File: config.mk
export PLATFORM = sky130hd
export DESIGN_NAME = splp_top
export DESIGN_NICKNAME = d
export VERILOG_FILES = /design/src/rtl/splp_pkg.sv /design/src/rtl/splp_top.sv /design/src/rtl/splp_sync.sv
export SDC_FILE = /design/constraint.sdc
export NUM_CORES = 1
export LEC_CHECK = 0
export BUFFER_PORTS_ARGS = -buffer_cell sky130_fd_sc_hd__buf_4
export CELL_PAD_IN_SITES_DETAIL_PLACEMENT = 1
export CELL_PAD_IN_SITES_GLOBAL_PLACEMENT = 1
export CORE_MARGIN = 2
export CORE_UTILIZATION = 43
export CTS_CLUSTER_DIAMETER = 200
export DETAILED_ROUTE_END_ITERATION = 6
export PLACE_DENSITY = 0.84
export REMOVE_ABC_BUFFERS = 1
export SETUP_SLACK_MARGIN = 0.05
export SYNTH_ARGS = -nofsm -noshare
export SYNTH_HDL_FRONTEND = slang
export SYNTH_SLANG_ARGS = --single-unit
export TNS_END_PERCENT = 100
File: constraint.sdc
create_clock -name mclk -period 2.17 [get_ports mclk]
set_input_delay 0.3255 -clock mclk [delete_from_list [all_inputs] [get_ports mclk]]
set_output_delay 0.3255 -clock mclk [all_outputs]
set_load 0.1 [all_outputs]
File: src/rtl/splp_pkg.sv
// Purpose: Shared constants for the strap latch and port power pin block.
// Assumes: One clock domain, mclk at 200 MHz.
// Notes: Register offsets and reset values are named here once.
package splp_pkg;
  // ----------------------------------------------------------------
  // Register map
  // ----------------------------------------------------------------
  // Address of the dynamic power control register.
  localparam logic [15:0] DYN_PWR_ADDR = 16'h4134;
  // Reset value of the dynamic power control register.
  localparam logic [7:0] DYN_PWR_RESET = 8'hc1;
  // Value that enables dynamic local-power switching.
  localparam logic [7:0] DYN_PWR_ENABLE = 8'h41;
  // ----------------------------------------------------------------
  // Sequencing
  // ----------------------------------------------------------------
  // Cycles spent in the configuration state before it completes.
  localparam int CFG_CYCLES = 4;
  // Width of the configuration counter.
  localparam int CFG_CNT_W = 3;
  // Cycles a shared pin must stay released before its synchronised level is trusted.
  localparam int SENSE_SETTLE = 4;
  // Configuration states.
  typedef enum logic [1:0] {
    SPLP_WAIT,
    SPLP_CAPTURE,
    SPLP_CONFIG,
    SPLP_RUN
  } splp_state_t;
endpackage

File: src/rtl/splp_top.sv
// Purpose: Latches hub straps and runs the shared port power/over-current pins.
// Assumes: reset_n is the combined power-on and external chip reset.
// Notes: Config register reached through a simple write/read port.
//
// Notes on behaviour
// - Port 1 pin drives power, senses over-current.
// - Port 2 pin drives power, senses over-current.
// - Port 1 strap high enables charging.
// - Port 2 strap high enables charging.
// - Port 2 power high enables power.
// - Port 1 power high enables power.
// - Sample self-power detect after reset release.
// - Hold self-power value unless dynamic switching.
// - Self-power use ignores fixed-device straps.
// - Capture all straps at each reset release.
`timescale 1ns/1ps
`default_nettype none
module splp_top (
  input wire logic mclk,
  input wire logic reset_n,
  // Shared pin of port 1: input level, output value, output enable.
  input wire logic port1_ctl_in,
  output logic port1_ctl_out,
  output logic port1_ctl_oe,
  // Shared pin of port 2.
  input wire logic port2_ctl_in,
  output logic port2_ctl_out,
  output logic port2_ctl_oe,
  // Combined control selects, set by configuration.
  input wire logic port1_combined_control,
  input wire logic port2_combined_control,
  // Dedicated over-current inputs, active low.
  input wire logic port1_overcurrent_low,
  input wire logic port2_overcurrent_low,
  // Self-power detect pin and fixed-device strap pins.
  input wire logic self_power_detect,
  input wire logic [1:0] fixed_device_straps,
  // Fixed-device state written by the configuring party.
  input wire logic [1:0] fixed_device_cfg,
  // Power requests from the hub core.
  input wire logic port1_power_req,
  input wire logic port2_power_req,
  // Register port.
  input wire logic reg_wr,
  input wire logic reg_rd,
  input wire logic [15:0] reg_addr,
  input wire logic [7:0] reg_wdata,
  output logic [7:0] reg_rdata,
  // Results.
  output logic port1_charging_en,
  output logic port2_charging_en,
  output logic self_powered,
  output logic [1:0] fixed_device,
  output logic port1_overcurrent,
  output logic port2_overcurrent,
  output logic config_done
);
  // ----------------------------------------------------------------
  // Pin synchronisers
  // ----------------------------------------------------------------
  // Synchronised pin levels: p1 pin, p2 pin, oc1, oc2, self-power, straps.
  logic [6:0] pins_s;
  splp_sync #(.W(7), .INIT(7'h7f)) u_sync (
    .mclk(mclk),
    .reset_n(reset_n),
    .async_in({fixed_device_straps, self_power_detect, port2_overcurrent_low,
               port1_overcurrent_low, port2_ctl_in, port1_ctl_in}),
    .sync_out(pins_s)
  );

  // ----------------------------------------------------------------
  // Configuration sequencing and strap capture
  // ----------------------------------------------------------------
  // State and counter.
  splp_pkg::splp_state_t state_q, state_d;
  logic [splp_pkg::CFG_CNT_W-1:0] cnt_q, cnt_d;
  // Captured straps.
  logic bc1_q, bc1_d, bc2_q, bc2_d, lp_q, lp_d;
  logic [1:0] fd_q, fd_d;
  // Dynamic power register.
  logic [7:0] dyn_q, dyn_d;
  // Dynamic switching enabled.
  logic dyn_en;

  assign dyn_en = (dyn_q == splp_pkg::DYN_PWR_ENABLE);

  // Next-state for sequencing, straps and register.
  always_comb
  begin
    state_d = state_q;
    cnt_d = cnt_q;
    bc1_d = bc1_q;
    bc2_d = bc2_q;
    lp_d = lp_q;
    fd_d = fd_q;
    dyn_d = dyn_q;
    case (state_q)
      // Wait for synchronisers to settle after reset release.
      splp_pkg::SPLP_WAIT:
      begin
        cnt_d = cnt_q + 1'b1;
        if (cnt_q == splp_pkg::CFG_CNT_W'(splp_pkg::CFG_CYCLES - 1))
        begin
          state_d = splp_pkg::SPLP_CAPTURE;
        end
      end
      splp_pkg::SPLP_CAPTURE:
      begin
        bc1_d = pins_s[0];
        bc2_d = pins_s[1];
        lp_d = pins_s[4];
        fd_d = pins_s[6:5];
        cnt_d = '0;
        state_d = splp_pkg::SPLP_CONFIG;
      end
      // Configuration window; register may be written.
      splp_pkg::SPLP_CONFIG:
      begin
        cnt_d = cnt_q + 1'b1;
        if (cnt_q == splp_pkg::CFG_CNT_W'(splp_pkg::CFG_CYCLES - 1))
        begin
          state_d = splp_pkg::SPLP_RUN;
        end
      end
      splp_pkg::SPLP_RUN:
      begin
        if (dyn_en)
        begin
          lp_d = pins_s[4];
        end
      end
      default:
      begin
        state_d = splp_pkg::SPLP_WAIT;
      end
    endcase
    if (reg_wr && reg_addr == splp_pkg::DYN_PWR_ADDR)
    begin
      dyn_d = reg_wdata;
    end
  end

  // Registers; reset returns everything to defaults so straps recapture.
  always_ff @(posedge mclk or negedge reset_n)
  begin
    if (!reset_n)
    begin
      state_q <= splp_pkg::SPLP_WAIT;
      cnt_q <= '0;
      bc1_q <= 1'b0;
      bc2_q <= 1'b0;
      lp_q <= 1'b0;
      fd_q <= 2'h0;
      dyn_q <= splp_pkg::DYN_PWR_RESET;
    end
    else
    begin
      state_q <= state_d;
      cnt_q <= cnt_d;
      bc1_q <= bc1_d;
      bc2_q <= bc2_d;
      lp_q <= lp_d;
      fd_q <= fd_d;
      dyn_q <= dyn_d;
    end
  end

  // ----------------------------------------------------------------
  // Pin drive and output registers
  // ----------------------------------------------------------------
  // Next values of outputs.
  logic p1o_d, p1e_d, p2o_d, p2e_d, oc1_d, oc2_d;
  logic bc1o_d, bc2o_d, lpo_d, done_d;
  logic [1:0] fdo_d;
  logic [7:0] rd_d;
  logic p1o_q, p1e_q, p2o_q, p2e_q, oc1_q, oc2_q;
  logic bc1o_q, bc2o_q, lpo_q, done_q;
  logic [1:0] fdo_q;
  logic [7:0] rd_q;
  // Recent drive enables per shared pin; all zero once the pin has settled released.
  logic [splp_pkg::SENSE_SETTLE-1:0] drv1_q, drv1_d, drv2_q, drv2_d;
  // Straps captured; pins may be driven.
  logic drive_ok;

  assign drive_ok = (state_q == splp_pkg::SPLP_CONFIG) || (state_q == splp_pkg::SPLP_RUN);

  // Computes pin drive, over-current and status.
  always_comb
  begin
    // The synchroniser lags the pin, so a freshly released pin reads stale low.
    drv1_d = {drv1_q[splp_pkg::SENSE_SETTLE-2:0], p1e_q};
    drv2_d = {drv2_q[splp_pkg::SENSE_SETTLE-2:0], p2e_q};
    p1e_d = drive_ok;
    p2e_d = drive_ok;
    p1o_d = drive_ok && port1_power_req;
    p2o_d = drive_ok && port2_power_req;
    if (port1_combined_control)
    begin
      // Open drain: drive low only, release high to let sensing see the pin.
      p1e_d = drive_ok && !port1_power_req;
      // Sensing waits until the released level has crossed the synchroniser.
      oc1_d = drive_ok && port1_power_req && (drv1_q == '0) && !pins_s[0];
    end
    else
    begin
      oc1_d = !pins_s[2];
    end
    if (port2_combined_control)
    begin
      p2e_d = drive_ok && !port2_power_req;
      oc2_d = drive_ok && port2_power_req && (drv2_q == '0) && !pins_s[1];
    end
    else
    begin
      oc2_d = !pins_s[3];
    end
    bc1o_d = bc1_q;
    bc2o_d = bc2_q;
    lpo_d = lp_q;
    fdo_d = lp_q ? fixed_device_cfg : fd_q;
    done_d = (state_q == splp_pkg::SPLP_RUN);
    rd_d = (reg_rd && reg_addr == splp_pkg::DYN_PWR_ADDR) ? dyn_q : 8'h00;
  end

  // Output registers.
  always_ff @(posedge mclk or negedge reset_n)
  begin
    if (!reset_n)
    begin
      p1o_q <= 1'b0;
      p1e_q <= 1'b0;
      p2o_q <= 1'b0;
      p2e_q <= 1'b0;
      oc1_q <= 1'b0;
      oc2_q <= 1'b0;
      bc1o_q <= 1'b0;
      bc2o_q <= 1'b0;
      lpo_q <= 1'b0;
      done_q <= 1'b0;
      fdo_q <= 2'h0;
      rd_q <= 8'h00;
      drv1_q <= '1;
      drv2_q <= '1;
    end
    else
    begin
      p1o_q <= p1o_d;
      p1e_q <= p1e_d;
      p2o_q <= p2o_d;
      p2e_q <= p2e_d;
      oc1_q <= oc1_d;
      oc2_q <= oc2_d;
      bc1o_q <= bc1o_d;
      bc2o_q <= bc2o_d;
      lpo_q <= lpo_d;
      done_q <= done_d;
      fdo_q <= fdo_d;
      rd_q <= rd_d;
      drv1_q <= drv1_d;
      drv2_q <= drv2_d;
    end
  end

  assign port1_ctl_out = p1o_q;
  assign port1_ctl_oe = p1e_q;
  assign port2_ctl_out = p2o_q;
  assign port2_ctl_oe = p2e_q;
  assign port1_overcurrent = oc1_q;
  assign port2_overcurrent = oc2_q;
  assign port1_charging_en = bc1o_q;
  assign port2_charging_en = bc2o_q;
  assign self_powered = lpo_q;
  assign fixed_device = fdo_q;
  assign config_done = done_q;
  assign reg_rdata = rd_q;
endmodule
`default_nettype wire

File: src/rtl/splp_sync.sv
// Purpose: Three-stage synchroniser with agreement filter for pin inputs.
// Assumes: Input is asynchronous to mclk.
// Notes: The first stage feeds only the second stage.
`timescale 1ns/1ps
`default_nettype none
module splp_sync #(
  parameter int W = 1,
  parameter logic [W-1:0] INIT = '0
) (
  input wire logic mclk,
  input wire logic reset_n,
  input wire logic [W-1:0] async_in,
  output logic [W-1:0] sync_out
);
  // Stage registers.
  logic [W-1:0] s1_q;
  logic [W-1:0] s2_q;
  logic [W-1:0] s3_q;
  // Filtered value, next value.
  logic [W-1:0] out_q;
  logic [W-1:0] out_d;

  // ----------------------------------------------------------------
  // Filter
  // ----------------------------------------------------------------
  // A change counts once stages two and three agree.
  always_comb
  begin
    for (int i = 0; i < W; i++)
    begin
      out_d[i] = (s2_q[i] == s3_q[i]) ? s3_q[i] : out_q[i];
    end
  end

  // Registers the stages and the filtered value.
  always_ff @(posedge mclk or negedge reset_n)
  begin
    if (!reset_n)
    begin
      s1_q <= INIT;
      s2_q <= INIT;
      s3_q <= INIT;
      out_q <= INIT;
    end
    else
    begin
      s1_q <= async_in;
      s2_q <= s1_q;
      s3_q <= s2_q;
      out_q <= out_d;
    end
  end

  assign sync_out = out_q;
endmodule
`default_nettype wire

# == Word-level counts from Yosys, hierarchy flattened ==
# Index checks and enable logic that the tools add are counted.
# classes
add_sub_neg,1
eq_ne,16
n_mux,12
reduce_logical,26
# ops
cell,n
16-bit by 15-bit == test with 1-bit output (second input constant),1
1-bit logical AND,10
8-bit by 7-bit == test with 1-bit output (second input constant),1
4-bit logical NOT,2
8-bit two-way mux,1
1-bit == test,7
1-bit logical NOT,6
2-bit two-way mux,3
2-bit != test (second input constant),3
2-bit case mux with 3 select lines,1
3-bit case mux with 2 select lines,1
1-bit two-way mux,5
2-bit == test (second input constant),2
2-bit nonzero test,2
3-bit by 1-bit adder with 3-bit output (second input constant),1
3-bit by 2-bit == test with 1-bit output (second input constant),1
3-bit AND reduction,1
3-bit nonzero test,1
2-bit by 1-bit == test with 1-bit output (second input constant),1
2-bit logical NOT,1
1-bit case mux with 2 select lines,1
2-bit AND reduction,1
2-bit OR reduction,1
1-bit logical OR,1
# totals
ff_bits,74
input_bits,41
output_inout_bits,20
word_cells,86

# == Logic depth before layout (Yosys ltp) ==
# logic_depth
ltp_word,6
depth_mapped,6
mapped_depth_nobuf,6

# == By module ==
# A second synthesis with hierarchy kept.
# unflattened
cells_unflattened,154
hier_area_um2,2546.2
# by_module_without_submodules
module,n_inst,cells_each,area_each_um2,seq_area_each_um2
splp_top,1,119,1731.7,1164.9
splp_sync,1,35,814.5,735.7

# == Least setup slack after synthesis ==
# No wires, ideal clock.
# synth_path
path_type,register -> register
start,register state_q[0]
end,register lp_q
setup_time_ns,0.125
arrival_ns,1.507
required_time_ns,2.045
path_slack_ns,0.539
path_stages_with_launch,7
n_path_buf,1
synth_period_minus_slack_ns,1.631
cell_sequence,dfrtp_1 ha_1 buf_2 nor4bb_1 nand4_1 o21ai_0 mux2_2
# synth_between
elab_chain_len,3
elab_cells_between_ends,6
classes_between,eq/ne: 3; mux: 1; reduce/logical: 2
# synth_rtl
element,line_no,text
"start, declared",splp_top.sv:75,"splp_pkg::splp_state_t state_q, state_d;"
"start signal, assigned",splp_top.sv:148,state_q <= splp_pkg::SPLP_WAIT;
"start signal, assigned",splp_top.sv:158,state_q <= state_d;
2-bit == test *,--,
via done_d,splp_top.sv:173,"logic bc1o_d, bc2o_d, lpo_d, done_d;"
2-bit != test (no line) / 2-bit nonzero test (equally long branches),--,
2-bit AND reduction (no line),--,
"end signal, assigned",splp_top.sv:162,lp_q <= lp_d;
"end, declared",splp_top.sv:78,"logic bc1_q, bc1_d, bc2_q, bc2_d, lp_q, lp_d;"
# Mark *: on every way through the listed nets, which the timed path passes. The rest lies on a longest branch.
# A chain may end at the register's enable or synchronous reset.

# == Worst setup path in the final report ==
# Same ends and word-level chain as after synthesis.

==> impl_metrics.xml <==
<?xml version="1.0" encoding="UTF-8"?>
<metrics>
  <group name="routing">
    <metric name="drt_first_iter_violations" unit="">7</metric>
    <metric name="postRouteAntennaNets" unit="">0</metric>
    <metric name="wirelength_per_cell" unit="um">16.65</metric>
    <metric name="post_drt_via_cell_ratio" unit="">4.771</metric>
    <metric name="wirelength" unit="um">5096</metric>
    <metric name="total_iterations_of_the_first_detailed_routing_run" unit="">4</metric>
    <metric name="dr_total_vias" unit="">1460</metric>
    <metric name="remaining_drc_errors" unit="">0</metric>
  </group>
  <group name="status">
    <metric name="status" unit="">completed</metric>
  </group>
  <group name="yosys">
    <metric name="postSynthRegisterBits" unit="">74</metric>
    <metric name="synth_area_in_compound_gates" unit="">0.02533</metric>
    <metric name="syn-instance-count" unit="">156</metric>
    <metric name="post_synth_and_or_nand_nor_area_fraction" unit="">0.09943</metric>
    <metric name="combinational_family_with_the_most_area_after_synthesis" unit="">simple AND/OR/NAND/NOR gates</metric>
    <metric name="yosys.area_share.adder" unit="">0.06023</metric>
    <metric name="synth_area" unit="um2">2618</metric>
    <metric name="yosys_warnings" unit="">0</metric>
    <metric name="yosys-mux-area-fraction" unit="">0.07983</metric>
    <metric name="synth_unique_cells" unit="">27</metric>
    <metric name="synth.avg_cell_area" unit="um2">16.78</metric>
    <metric name="synth_xor_xnor_area_share" unit="">0</metric>
    <metric name="yosysSeqAreaShare" unit="">0.7261</metric>
  </group>
  <group name="sta">
    <metric name="fmax" unit="GHz">0.5840</metric>
    <metric name="hold-worst-slack" unit="ns">0.08908</metric>
    <metric name="period_needed" unit="ns">1.712</metric>
    <metric name="timing.final.max_slew_violations" unit="">0</metric>
    <metric name="rsz_0062_raised_after_global_routing" unit="">false</metric>
    <metric name="final-hold-violation-count" unit="">0</metric>
    <metric name="totalNegativeSetupSlack" unit="ns">0</metric>
    <metric name="timing_worst_slew_pin_value" unit="ns">0.8560</metric>
    <metric name="setup_viol_count_final" unit="">0</metric>
    <metric name="post-route-worst-setup-slack" unit="ns">0.4576</metric>
    <metric name="final_min_period_over_clock_period" unit="">0.7891</metric>
    <metric name="clock_skew" unit="ns">0.003628</metric>
    <metric name="maxSlewHeadroom" unit="">0.4293</metric>
  </group>
  <group name="clocking">
    <metric name="clock-root-buffer" unit="">clkbuf_8</metric>
    <metric name="max-clock-path-buffers" unit="">2</metric>
    <metric name="ctsHtreeMaxLevel" unit="">3</metric>
    <metric name="clock-sinks" unit="">74</metric>
    <metric name="clk_pin_slew_worst_paths" unit="ns">0.07</metric>
    <metric name="cts_tree" unit="">built</metric>
    <metric name="clock_insertion_delay_worst_skew" unit="ns">0.34</metric>
    <metric name="cts_hold_buf" unit="">0</metric>
    <metric name="clock_buffers_created_by_tritoncts" unit="">9</metric>
    <metric name="post_cts_resized" unit="">0</metric>
    <metric name="cts.repair_timing.setup_buffer_count" unit="">0</metric>
  </group>
  <group name="floorplanning">
    <metric name="num_rows" unit="">28</metric>
    <metric name="die_w" unit="um">82.02</metric>
    <metric name="die_area" unit="um2">6727</metric>
    <metric name="initial_core_utilization" unit="">0.4447</metric>
    <metric name="core_area" unit="um2">5886</metric>
    <metric name="top_level_ports" unit="">61</metric>
    <metric name="die_y" unit="um">82.02</metric>
  </group>
  <group name="worst_setup_path">
    <metric name="critical_path_required" unit="ns">2.39</metric>
    <metric name="critPathMaxStageDelay" unit="ns">0.46</metric>
    <metric name="critical_path.cell_chain" unit="">ha_1, nor4bb_1, nand4_1, o21ai_0, mux2_2</metric>
    <metric name="setup.worst_path.start_class" unit="">flop</metric>
    <metric name="crit_path_max_fanout" unit="">6</metric>
    <metric name="critical_path.endpoint_type" unit="">flop</metric>
    <metric name="crit_arrival" unit="ns">1.94</metric>
    <metric name="timing.critical_path.slowest_stage_cell" unit="">dfrtp_1</metric>
    <metric name="setup.worst_path.class" unit="">reg2reg</metric>
  </group>
  <group name="cells_and_area">
    <metric name="num_antenna_cells" unit="">0</metric>
    <metric name="stdcell_area" unit="um2">3334</metric>
    <metric name="layout-drive-gt1-share" unit="">0.5844</metric>
    <metric name="filler_cell_count" unit="">584</metric>
    <metric name="mostFrequentLayoutCells" unit="">buf_4, dfstp_2, dfrtp_1</metric>
    <metric name="synthToLayoutAreaGrowth" unit="%">27.39</metric>
    <metric name="postLayoutCoreUtil" unit="">0.5665</metric>
    <metric name="final_cells" unit="">306</metric>
    <metric name="fin_nets" unit="">275</metric>
    <metric name="mostFrequentLayoutCell" unit="">buf_4</metric>
  </group>
  <group name="power_and_ir_drop">
    <metric name="power_switching" unit="mW">0.6561</metric>
    <metric name="pwr_density_cell" unit="nW/um2">805.8</metric>
    <metric name="power.total" unit="mW">2.687</metric>
    <metric name="power.share.combinational" unit="">0.099</metric>
    <metric name="share_seq_of_total_power" unit="">0.562</metric>
    <metric name="p_int" unit="mW">2.031</metric>
    <metric name="p_clk_frac" unit="">0.339</metric>
    <metric name="power_switching_share" unit="">0.2442</metric>
    <metric name="vdd_ir_drop_max" unit="mV">0.5280</metric>
    <metric name="power.static_leakage" unit="nW">1.574</metric>
  </group>
  <group name="global_route">
    <metric name="grt_util_all_layers" unit="">0.1708</metric>
    <metric name="first_global_vias" unit="">1718</metric>
    <metric name="pin_count_of_the_biggest_net_entering_global_routing" unit="">75</metric>
    <metric name="grt_overflow" unit="">0</metric>
    <metric name="first_pass_grt_wire_length" unit="um">8176</metric>
    <metric name="antenna_found_initial" unit="">0</metric>
  </group>
  <group name="placement">
    <metric name="place.detailed.hpwl" unit="um">3730</metric>
    <metric name="dp.cells" unit="">291</metric>
    <metric name="io_buffers" unit="">60</metric>
    <metric name="place_worst_setup_slack" unit="ns">0.4585</metric>
    <metric name="finalWeightedCongestion" unit="">0.7167</metric>
    <metric name="placed_area" unit="um2">3164</metric>
  </group>
  <group name="hold_path">
    <metric name="min_path_type" unit="">in2reg</metric>
  </group>
  <group name="flow_run">
    <metric name="number_of_maximum_capacitance_violations" unit="">0</metric>
  </group>
</metrics>
==> Yosys cell counts <==
cell type / n / share of area
mux2i_1: 1 / 0.0038
buf_2: 1 / 0.0019
nand4_1: 3 / 0.0072
nor4_4: 1 / 0.0081
nor4bb_1: 1 / 0.0038
dfstp_2: 39 / 0.39
and3_4: 1 / 0.0043
a21oi_1: 3 / 0.0057
a21o_1: 1 / 0.0029
and2_1: 8 / 0.019
nor2b_1: 2 / 0.0048
o22ai_1: 1 / 0.0024
dfrtp_1: 35 / 0.33
ha_1: 7 / 0.033
mux2_4: 8 / 0.046
maj3_1: 7 / 0.027
nor2_1: 10 / 0.014
nand3_4: 1 / 0.0067
inv_1: 5 / 0.0072
mux2_2: 7 / 0.030
nor4b_4: 2 / 0.018
nand2_1: 2 / 0.0029
o21ai_0: 4 / 0.0076
a41o_1: 1 / 0.0038
o31ai_1: 1 / 0.0029
nor3_1: 3 / 0.0057
and4b_2: 1 / 0.0043
==> power by group through the flow <==
stage	Combinational [mW]	Sequential (mW)	Clock, mW
2_1_floorplan	0.0344	1.63	0
3_3_place_gp	0.260	1.52	0
3_5_place_dp	0.268	1.53	0
4_1_cts	0.270	1.51	0.942
5_1_grt	0.281	1.51	1.02
6_report	0.266	1.51	0.911
==> final timing paths <==
check | startpoint | end | slack [ns] | cells past startpoint
max | state_q[0]$_DFFE_PN0P_ | lp_q$_DFFE_PN0P_ | 0.46 | 5
min | fixed_device_straps[1] | u_sync.s1_q[6]$_DFF_PN1_ | 0.09 | 1
max reg2reg | state_q[0]$_DFFE_PN0P_ | lp_q$_DFFE_PN0P_ | 0.46 | 5
min reg2reg | u_sync.s1_q[4]$_DFF_PN1_ | u_sync.s2_q[4]$_DFF_PN1_ | 0.36 | 0
max in group asynchronous | reset_n | port2_ctl_out$_DFF_PN0_ | 1.52 | 1
min in group asynchronous | reset_n | config_done$_DFF_PN0_ | 0.10 | 1
==> metal layers <==
metal / share of wire / GRT usage
met3: 0.039 / 0.03187
met5: 0 / 0
met4: 0.022 / 0.09500
met2: 0.54 / 0.3065
met1: 0.40 / 0.1891
==> flip-flops by register name, summed over array words and instances, names as in the netlist, 2 cells and up <==
register,flops
u_sync.s3_q,7
fd_q,2
dyn_q,8
reg_rdata,8
state_q,2
drv2_q,4
drv1_q,4
u_sync.s1_q,7
u_sync.s2_q,7
u_sync.sync_out,7
cnt_q,3
fixed_device,2
==> cell families after synthesis <==
| family | Yosys count |
|---|---|
| compound gates | 11 |
| buf+inv | 6 |
| simple gates | 35 |
| fa+ha+maj | 14 |
| flops | 74 |
| mux | 16 |
==> final cells by class <==
| cell class | count | area (um2) | share of cell area |
|---|---|---|---|
| clock buffer | 12 | 155.1 | 0.04653 |
| clock inverter | 3 | 15.01 | 0.004503 |
| inverter | 5 | 18.77 | 0.005629 |
| multi-input combinational | 76 | 693.2 | 0.2079 |
| sequential | 74 | 1901 | 0.5700 |
| tap | 75 | 93.84 | 0.02814 |
| timing repair buffer | 61 | 457.9 | 0.1373 |
==> worst max-delay path: cells and delay by family (launching register included) <==
kind	cells	cell delay, ns
DFF	1	0.46
adders and majority gates	1	0.21
muxes	1	0.36
AOI/OAI and AO/OA	1	0.12
and+or+nand+nor	2	0.46
No activity file was read; power rests on OpenSTA's default activity.
